`src/inc/wdws_pkg.sv`:
```
// Shared constants and types for the watchdog and wake status block.
package wdws_pkg;

  // ************************************************************
  // Register access
  // ************************************************************

  // Expanded register bank that holds both registers.
  localparam logic [3:0] WDWS_BANK_F = 4'hF;
  // Location of the write-only watchdog mode register.
  localparam logic [7:0] WDWS_ADDR_WDOG_MODE = 8'h0F;
  // Location of the stop recovery control register.
  localparam logic [7:0] WDWS_ADDR_STOP_CTRL = 8'h0B;
  // Value returned when the write-only mode register is read.
  localparam logic [7:0] WDWS_WO_READ_VALUE = 8'h00;
  // Value returned for any location this block does not own.
  localparam logic [7:0] WDWS_IDLE_READ_VALUE = 8'h00;

  // ************************************************************
  // Field layout
  // ************************************************************

  // Tap select field of the watchdog mode register.
  localparam int WDWS_TAP_LSB = 0;
  localparam int WDWS_TAP_MSB = 1;
  // Keep counting while the core is halted.
  localparam int WDWS_HALT_RUN_BIT = 2;
  // Keep counting while the device is stopped.
  localparam int WDWS_STOP_RUN_BIT = 3;
  // Recovery level select in the stop recovery control register.
  localparam int WDWS_EDGE_SEL_BIT = 6;
  // Cold or warm start bit in the stop recovery control register.
  localparam int WDWS_COLD_WARM_BIT = 7;
  // Mode register contents after any qualifying restart.
  localparam logic [7:0] WDWS_MODE_RESET = 8'h00;
  // Recovery level select value after power-on.
  localparam logic WDWS_EDGE_SEL_RESET = 1'b0;

  // ************************************************************
  // Timing
  // ************************************************************

  // Width of the watchdog count chain.
  localparam int WDWS_CNT_W = 16;
  // Oscillator ticks to timeout for each tap select value.
  localparam logic [WDWS_CNT_W-1:0] WDWS_TAP_LIMIT [4] = '{
    16'h0100, 16'h0200, 16'h0400, 16'h1000
  };
  // Processor cycles that the mode register stays writable.
  localparam int WDWS_WIN_CPU_CYCLES = 60;
  // Crystal clocks per processor cycle; clock_in is the crystal clock.
  localparam int WDWS_CRYSTAL_CLOCK_PER_CPU = 2;
  // Length of the write window in clock_in cycles.
  localparam int WDWS_WIN_CLOCKS = WDWS_WIN_CPU_CYCLES * WDWS_CRYSTAL_CLOCK_PER_CPU;
  localparam int WDWS_WIN_W = 7;
  localparam logic [WDWS_WIN_W-1:0] WDWS_WIN_LAST = 7'(WDWS_WIN_CLOCKS - 1);

  // Zero, sign and overflow values left by the service instruction.
  localparam logic [2:0] WDWS_ZSV_AFTER_SERVICE = 3'h0;

  // ************************************************************
  // Write window states
  // ************************************************************

  typedef enum logic [1:0] {
    WDWS_WIN_WAIT = 2'b00,
    WDWS_WIN_OPEN = 2'b01,
    WDWS_WIN_SHUT = 2'b10
  } wdws_win_type;

endpackage

```
`src/logic/wdws_watchdog.sv`:
```
// Watchdog timer with its mode register and the cold or warm start bit.
`timescale 1ns/10ps
module wdws_watchdog
  import wdws_pkg::*;
(
  // Clock and power-on reset.
  input wire logic clock_in,
  input wire logic nrst_in,
  // Core status and events.
  input wire logic ext_rst_in,
  input wire logic first_instr_in,
  input wire logic wdog_instr_in,
  input wire logic halt_in,
  input wire logic stop_in,
  // Wake source and oscillator.
  input wire logic recovery_src_in,
  input wire logic rc_tick_in,
  // Expanded register port.
  input wire logic reg_wr_in,
  input wire logic reg_rd_in,
  input wire logic [3:0] reg_bank_in,
  input wire logic [7:0] reg_addr_in,
  input wire logic [7:0] reg_wdata_in,
  output logic [7:0] reg_rdata_out,
  // Restart requests to the core.
  output logic cpu_reset_out,
  output logic stop_wake_out,
  // Status.
  output logic wdog_running_out,
  output logic write_window_out,
  // Condition flag update.
  output logic flag_we_out,
  output logic [2:0] flag_zsv_out
);

  // ************************************************************
  // Declarations
  // ************************************************************

  logic [7:0] mode_r;
  logic [7:0] mode_nxt;
  logic running_r;
  logic running_nxt;
  logic cold_warm_r;
  logic cold_warm_nxt;
  logic edge_sel_r;
  logic edge_sel_nxt;
  wdws_win_type win_state_r;
  wdws_win_type win_state_nxt;
  logic [WDWS_WIN_W-1:0] win_cnt_r;
  logic [WDWS_WIN_W-1:0] win_cnt_nxt;
  logic win_open_r;
  logic cpu_reset_r;
  logic stop_wake_r;
  logic flag_we_r;
  logic [2:0] flag_zsv_r;
  logic [7:0] rdata_r;
  logic [7:0] rdata_nxt;

  wire logic sel_bank;
  wire logic sel_mode;
  wire logic sel_ctrl;
  wire logic mode_wr;
  wire logic ctrl_wr;
  wire logic wake_level;
  wire logic wake_now;
  wire logic terminal;
  wire logic timeout_fire;
  wire logic restart;
  wire logic halt_block;
  wire logic stop_block;
  wire logic count_tick;
  wire logic count_clear;
  wire logic [1:0] tap_sel;
  wire logic [WDWS_CNT_W-1:0] tap_limit;
  wire logic win_done;

  // ************************************************************
  // Register decode
  // ************************************************************

  // Both registers live in bank F of the expanded group.
  assign sel_bank = (reg_bank_in == WDWS_BANK_F);
  assign sel_mode = sel_bank && (reg_addr_in == WDWS_ADDR_WDOG_MODE);
  assign sel_ctrl = sel_bank && (reg_addr_in == WDWS_ADDR_STOP_CTRL);

  // A mode write only lands while the window is open.
  assign mode_wr = reg_wr_in && sel_mode && (win_state_r == WDWS_WIN_OPEN);
  assign ctrl_wr = reg_wr_in && sel_ctrl;

  // ************************************************************
  // Restart sources
  // ************************************************************

  // Stop recovery fires when the source sits at the selected level.
  assign wake_level = (recovery_src_in == edge_sel_r);
  // The pulse register blocks a repeat only in the cycle right after a wake pulse.
  assign wake_now = stop_in && wake_level && !stop_wake_r;

  // Terminal count only matters while the watchdog is armed.
  assign timeout_fire = terminal && running_r;

  // Any of these disarms the watchdog and sends the mode window back to waiting; only a timeout raises cpu_reset_out.
  assign restart = timeout_fire || wake_now || ext_rst_in;

  // ************************************************************
  // Counting conditions
  // ************************************************************

  // Halt and stop freeze the count unless the mode asks otherwise.
  assign halt_block = halt_in && !mode_r[WDWS_HALT_RUN_BIT];
  assign stop_block = stop_in && !mode_r[WDWS_STOP_RUN_BIT];
  // The chain only steps on an oscillator tick, not on clock_in alone.
  assign count_tick = running_r && rc_tick_in && !halt_block && !stop_block;
  // Servicing or any restart brings the count back to zero.
  assign count_clear = restart || wdog_instr_in || !running_r;

  // Tap select picks the limit; mode bits above bit 3 are never looked at.
  assign tap_sel = mode_r[WDWS_TAP_MSB:WDWS_TAP_LSB];
  assign tap_limit = WDWS_TAP_LIMIT[tap_sel];

  // ************************************************************
  // Count chain
  // ************************************************************

  // Retriggerable count chain with the selected terminal count.
  wdws_tap_counter u_chain (
    .clock_in(clock_in),
    .nrst_in(nrst_in),
    .clear_in(count_clear),
    .tick_in(count_tick),
    .limit_in(tap_limit),
    .terminal_out(terminal)
  );

  // ************************************************************
  // Watchdog arm state
  // ************************************************************

  // The first service instruction arms; a restart disarms and wins.
  assign running_nxt = restart ? 1'b0 :
                       wdog_instr_in ? 1'b1 : running_r;

  // ************************************************************
  // Mode register and write window
  // ************************************************************

  // Mode contents return to default on every restart.
  assign mode_nxt = restart ? WDWS_MODE_RESET :
                    mode_wr ? reg_wdata_in : mode_r;

  // The window counter reaches its last clock after 120 crystal clocks.
  assign win_done = (win_cnt_r == WDWS_WIN_LAST);

  // Window sequence: wait for the first instruction, open, then shut.
  always_comb begin
    win_state_nxt = win_state_r;
    win_cnt_nxt = win_cnt_r;
    if (restart) begin
      win_state_nxt = WDWS_WIN_WAIT;
      win_cnt_nxt = '0;
    end else begin
      case (win_state_r)
        WDWS_WIN_WAIT: begin
          if (first_instr_in) begin
            win_state_nxt = WDWS_WIN_OPEN;
            win_cnt_nxt = '0;
          end
        end
        WDWS_WIN_OPEN: begin
          if (win_done) begin
            win_state_nxt = WDWS_WIN_SHUT;
          end else begin
            win_cnt_nxt = win_cnt_r + WDWS_WIN_W'(1);
          end
        end
        WDWS_WIN_SHUT: begin
          win_state_nxt = WDWS_WIN_SHUT;
        end
        default: begin
          win_state_nxt = WDWS_WIN_WAIT;
          win_cnt_nxt = '0;
        end
      endcase
    end
  end

  // ************************************************************
  // Stop recovery control and start status
  // ************************************************************

  // Software sets only the level select; the status bit ignores writes.
  assign edge_sel_nxt = ctrl_wr ? reg_wdata_in[WDWS_EDGE_SEL_BIT] : edge_sel_r;

  // A wake in the same cycle as another reset still reads as warm.
  assign cold_warm_nxt = wake_now ? 1'b1 :
                         (timeout_fire || ext_rst_in) ? 1'b0 : cold_warm_r;

  // ************************************************************
  // Read path
  // ************************************************************

  // The mode register reads back a fixed value, never its contents.
  always_comb begin
    rdata_nxt = rdata_r;
    if (reg_rd_in) begin
      if (sel_mode) begin
        rdata_nxt = WDWS_WO_READ_VALUE;
      end else if (sel_ctrl) begin
        rdata_nxt = WDWS_IDLE_READ_VALUE;
        rdata_nxt[WDWS_COLD_WARM_BIT] = cold_warm_r;
        rdata_nxt[WDWS_EDGE_SEL_BIT] = edge_sel_r;
      end else begin
        rdata_nxt = WDWS_IDLE_READ_VALUE;
      end
    end
  end

  // ************************************************************
  // State registers
  // ************************************************************

  // Watchdog arm, mode register and level select.
  always_ff @(posedge clock_in or negedge nrst_in) begin
    if (!nrst_in) begin
      running_r <= 1'b0;
      mode_r <= WDWS_MODE_RESET;
      edge_sel_r <= WDWS_EDGE_SEL_RESET;
    end else begin
      running_r <= running_nxt;
      mode_r <= mode_nxt;
      edge_sel_r <= edge_sel_nxt;
    end
  end

  // Write window sequence.
  always_ff @(posedge clock_in or negedge nrst_in) begin
    if (!nrst_in) begin
      win_state_r <= WDWS_WIN_WAIT;
      win_cnt_r <= '0;
      win_open_r <= 1'b0;
    end else begin
      win_state_r <= win_state_nxt;
      win_cnt_r <= win_cnt_nxt;
      win_open_r <= (win_state_nxt == WDWS_WIN_OPEN);
    end
  end

  // Start status; power-on leaves it cold.
  always_ff @(posedge clock_in or negedge nrst_in) begin
    if (!nrst_in) begin
      cold_warm_r <= 1'b0;
    end else begin
      cold_warm_r <= cold_warm_nxt;
    end
  end

  // Restart pulses towards the core.
  always_ff @(posedge clock_in or negedge nrst_in) begin
    if (!nrst_in) begin
      cpu_reset_r <= 1'b0;
      stop_wake_r <= 1'b0;
    end else begin
      cpu_reset_r <= timeout_fire;
      stop_wake_r <= wake_now;
    end
  end

  // Condition flags written on each service instruction.
  always_ff @(posedge clock_in or negedge nrst_in) begin
    if (!nrst_in) begin
      flag_we_r <= 1'b0;
      flag_zsv_r <= WDWS_ZSV_AFTER_SERVICE;
    end else begin
      flag_we_r <= wdog_instr_in;
      flag_zsv_r <= WDWS_ZSV_AFTER_SERVICE;
    end
  end

  // Read data holds until the next read.
  always_ff @(posedge clock_in or negedge nrst_in) begin
    if (!nrst_in) begin
      rdata_r <= WDWS_IDLE_READ_VALUE;
    end else begin
      rdata_r <= rdata_nxt;
    end
  end

  // ************************************************************
  // Outputs
  // ************************************************************

  assign reg_rdata_out = rdata_r;
  assign cpu_reset_out = cpu_reset_r;
  assign stop_wake_out = stop_wake_r;
  assign wdog_running_out = running_r;
  assign write_window_out = win_open_r;
  assign flag_we_out = flag_we_r;
  assign flag_zsv_out = flag_zsv_r;

endmodule // wdws_watchdog

```
`src/logic/wdws_tap_counter.sv`:
```
// Retriggerable count chain that flags the selected terminal count.
`timescale 1ns/10ps
module wdws_tap_counter
  import wdws_pkg::*;
(
  // Clock and reset.
  input wire logic clock_in,
  input wire logic nrst_in,
  // Control.
  input wire logic clear_in,
  input wire logic tick_in,
  input wire logic [WDWS_CNT_W-1:0] limit_in,
  // Result.
  output logic terminal_out
);

  logic [WDWS_CNT_W-1:0] count_r;
  logic [WDWS_CNT_W-1:0] count_nxt;
  logic terminal_r;
  logic terminal_nxt;
  wire logic hit;

  // The last tick before the limit is the terminal count.
  assign hit = tick_in && (count_r == limit_in - WDWS_CNT_W'(1));

  // Next count: clear wins, the chain wraps at terminal count.
  assign count_nxt = clear_in ? '0 :
                     hit ? '0 :
                     tick_in ? count_r + WDWS_CNT_W'(1) : count_r;
  assign terminal_nxt = hit && !clear_in;

  // Count and terminal pulse registers.
  always_ff @(posedge clock_in or negedge nrst_in) begin
    if (!nrst_in) begin
      count_r <= '0;
      terminal_r <= 1'b0;
    end else begin
      count_r <= count_nxt;
      terminal_r <= terminal_nxt;
    end
  end

  assign terminal_out = terminal_r;

endmodule // wdws_tap_counter

```
`config.mk`:
```
export PLATFORM = sky130hd
export DESIGN_NAME = wdws_watchdog
export DESIGN_NICKNAME = d
export VERILOG_FILES = /design/src/inc/wdws_pkg.sv /design/src/logic/wdws_watchdog.sv /design/src/logic/wdws_tap_counter.sv
export SDC_FILE = /design/constraint.sdc
export NUM_CORES = 1
export LEC_CHECK = 0
export ABC_AREA = 1
export BUFFER_PORTS_ARGS = -buffer_cell sky130_fd_sc_hd__clkbuf_2
export CAP_MARGIN = 20
export CORE_MARGIN = 4
export CORE_UTILIZATION = 35
export DETAILED_ROUTE_END_ITERATION = 12
export GPL_TIMING_DRIVEN = 0
export PLACE_DENSITY = 0.58
export SLEW_MARGIN = 0
export SYNTH_ARGS = -nofsm -noshare
export SYNTH_HDL_FRONTEND = slang
export SYNTH_SLANG_ARGS = --single-unit
export TNS_END_PERCENT = 20
```
`constraint.sdc`:
```
create_clock -name clock_in -period 1.7 [get_ports clock_in]
set_input_delay 0.34 -clock clock_in [delete_from_list [all_inputs] [get_ports clock_in]]
set_output_delay 0.34 -clock clock_in [all_outputs]
set_load 0.01 [all_outputs]
```
==> summary.md <==
| Metric | Value |
|---|---|
| Crit path buf inv count | 1 |
| CTS clk-pin slew, worst paths | roughly 0.080 ns |
| Total Routed Length | around 5.3 mm |
| Seq/Total Area, Yosys | approximately two fifths |
| CP Launch Type | flip-flop |
| Pre-antenna DRT Iters | 4 |
| Slew Limit Fails | 0 |
| Yosys synthesis warning count | 0 |
| Core Box Area | approximately 6800 um2 |
| CTS Sinks | 39 |
| Die ar. | between 8000 and 9000 um2 |
| Post-synthesis compound-gate area fraction | 5.967% |
| Worst Setup End Kind | flip-flop |
| Nets | 413 |
| PwrDens | between 700 and 800 nW/um2 |
| Slowest CP cell | dfrtp_1 |
| Tightest Hold Check Type | in -> reg |
| Critical Path Max Stage Delay | between 0.4 and 0.5 ns |
| Vias in the first global route | a little over 2000 |
| Post-synth ARST share | 100.0% |
| Max Clk Rate | 629.1 MHz |
| Mux cell area share after synthesis | 0% |
| Crit Path Class | reg -> reg |
| Crit-path max FO | 6 |
| Synth Area in Simple Gates | 39.51% |
| Reg-to-reg setup timing slack | 0.11 ns |
| Post-layout min period | roughly 1.6 ns |
| GR Overflow Total | 0 |
| Delay-heaviest family, CP | simple AND/OR/NAND/NOR gates |
| Max_cap viols | 0 |
| Largest net degree at the start of global routing | 40 |
| Top post-synthesis cells by area | dfrtp_1 40%, nand2_1 16%, nand4_1 6.7% |
| DP HPWL | 3.906 mm |
| Initial antenna violation count | 0 |
| Initial Util | a little over a third |
| First-pass GRT wire length | between 9 and 10 mm |
| Via count | between 2000 and 2500 |
| Most common cell on crit path | nand2_1 |
| Final Instance Area | slightly below 3000 um2 |
| Setup Viol. Count Final | 0 |
| CTS tree | yes |
| Distinct cells, synth | 32 |
| Combinational family with the most area after synthesis | simple AND/OR/NAND/NOR gates |
| Xor/xnor share of the synthesized area | about 1.8% |
| Die width | between 90 and 100 um |
| Die Height | around 90 um |
| Critical path required time | ~1.9 ns |
| H-Tree Depth | 2 |
| Post-synth EDFFs | 0 |
| Drt drc | 0 |
| VDD IR-drop max | 361.8 uV |
| Syn Inst Count | about 330 |
| # diodes | 0 |
| RSZ-0062 raised after global routing | no |
| Crit-path cells | inv_1 -> nand2_1 -> nand2_1 -> nor2_1 -> nand4_4 -> nand4_1 -> nand2_1 |
| Io pins | 47 |
| Share of the synthesized area in the top cell type | approximately two fifths |
| Clock Skew | between 0.008 and 0.009 ns |
| GRT Total Usage | between 10% and 20% |
| DRT antenna net count | 0 |
| Fin Setup TNS | 0 ns |
| Clock buffer count from CTS | 5 |
| Ratio of final minimum period to clock period | between 90% and 100% |
| Port bufs | 34 |
| Fin Hold WS | approximately 0.16 ns |
| Leak | 1.536 nW |
| Clock buffer depth | 2 |
| Yosys reg bits | 39 |
| Main synth FF type | dfrtp_1 |
| Status | finished, final reports clean |
| Worst-skew pair later-pin latency | just under 0.3 ns |
| Worst EP arrival | 1.77 ns |
| Final hold violations | 0 |
| Share of cells above drive strength 1 | 22.57% |
| Via/cell ratio | roughly 4.7 |
| Wire per inst | approximately 12 um |
| Gpl congestion | 0.7762 |
| Synth Area in Adders | slightly above 1% |
| Post-Syn Area | about 2400 um2 |
| Row count | 30 |
| Area Growth Syn to Fin | 20.32% |
| Synth area leader | dfrtp_1 |
| CTS root buffer | clkbuf_8 |
| Avg Synthesized Cell Area | about 7.4 um2 |
| Placed Instance Area | roughly 2700 um2 |
| Initial DRC Count | 90 |
where the power goes:
| group | total (mW) | switching (mW) | internal (mW) | leakage (nW) |
|---|---|---|---|---|
| clock | 0.927 | 0.342 | 0.585 | 0.0644 |
| combinational | 0.187 | 0.113 | 0.0745 | 0.941 |
| sequential | 0.948 | 0.00811 | 0.940 | 0.530 |
cell type report:
type                    count  area, um2
fillers                   702       3830
multi-input cells         241       1235
flip-flops and latches     39      977.2
repair buffers             36      200.2
inverters                  42      162.7
plain buffers              15      115.1
well taps                  80      100.1
clock buffers               5      68.82
clock inverters             3      67.56
path summary, 6_finish.rpt:
check                                      end          startpoint  cells past startpoint
max                        u_chain.count_r[12]  u_chain.count_r[9]                      7
min                                flag_we_out       wdog_instr_in                      1
max reg2reg                u_chain.count_r[12]  u_chain.count_r[9]                      7
min reg2reg                   reg_rdata_out[6]    reg_rdata_out[6]                      2
max in group asynchronous         win_cnt_r[1]             nrst_in                      3
min in group asynchronous   u_chain.count_r[2]             nrst_in                      2
flip-flops by register name (all words and copies together), names as in the netlist:
signal,count
u_chain.count_r,16
win_cnt_r,7
mode_r,4
reg_rdata_out,2
win_state_r,2
cold_warm_r,1
cpu_reset_out,1
edge_sel_r,1
flag_we_out,1
stop_wake_out,1
u_chain.terminal_out,1
wdog_running_out,1
write_window_out,1
routing by layer:
metal	track usage [%]	routed length, um	vias to the layer above
met5	0	0	-
met4	3.769	55	0
met3	3.728	385	5
met2	22.32	2356	61
met1	16.95	2525	961
li1	-	-	1148
cells by family (layout without fill, tap and decap cells):
family,Yosys count,count (layout)
buffers and inverters,57,101
other,1,9
AO/OA/AOI/OAI,23,23
AND/OR/NAND/NOR,201,202
flip-flops,39,39
adder cells (fa/ha/maj),2,2
XOR/XNOR,5,5
layout by cell type (no fill, tap or decap), types with 3 or more instances in the layout:
master | Yosys | layout
nand3_1 | 23 | 23
a21oi_1 | 3 | 3
nand4_1 | 26 | 26
inv_1 | 36 | 36
dfrtp_1 | 39 | 38
nor2_1 | 28 | 28
nor3_1 | 5 | 5
conb_1 | 1 | 9
nand2_1 | 103 | 103
buf_4 | 11 | 11
clkbuf_8 | 0 | 5
inv_2 | 5 | 5
xor2_1 | 5 | 5
o21ai_2 | 4 | 4
nor2_4 | 3 | 4
clkbuf_2 | 0 | 34
o21ai_0 | 8 | 8
through the flow:
step	power, mW	setup WS (ns)	std cells	util, %
final	2.062	0.1105	461	43.31
after global routing	2.163	0.01059	461	43.31
after CTS	2.098	0.07740	458	42.46
after detailed placement	1.150	0.09186	450	40.44
after global placement	1.149	0.1082	450	40.44
after floorplan	1.070	0.3336	336	-
synthesized netlist by cell type (all sizes together), types with 2 or more instances:
master	instances
nor3	5
nor2	35
nand4	27
ha	2
nand3	24
inv	42
xor2	5
nand2	107
or2	2
a21oi	3
buf	15
dfrtp	39
o21ai	14
o31ai	2
o21bai	2
what timing repair did:
| action | in CTS | in global routing |
|---|---|---|
| endpoints found under the setup margin | 0 | 11 |
| buffers inserted | 0 | 0 |
| resized for setup | 0 | 3 |
| hold endpoints to repair | 0 | 10 |
| hold buffers | 0 | 1 |
No activity file was read; power rests on OpenSTA's default activity.
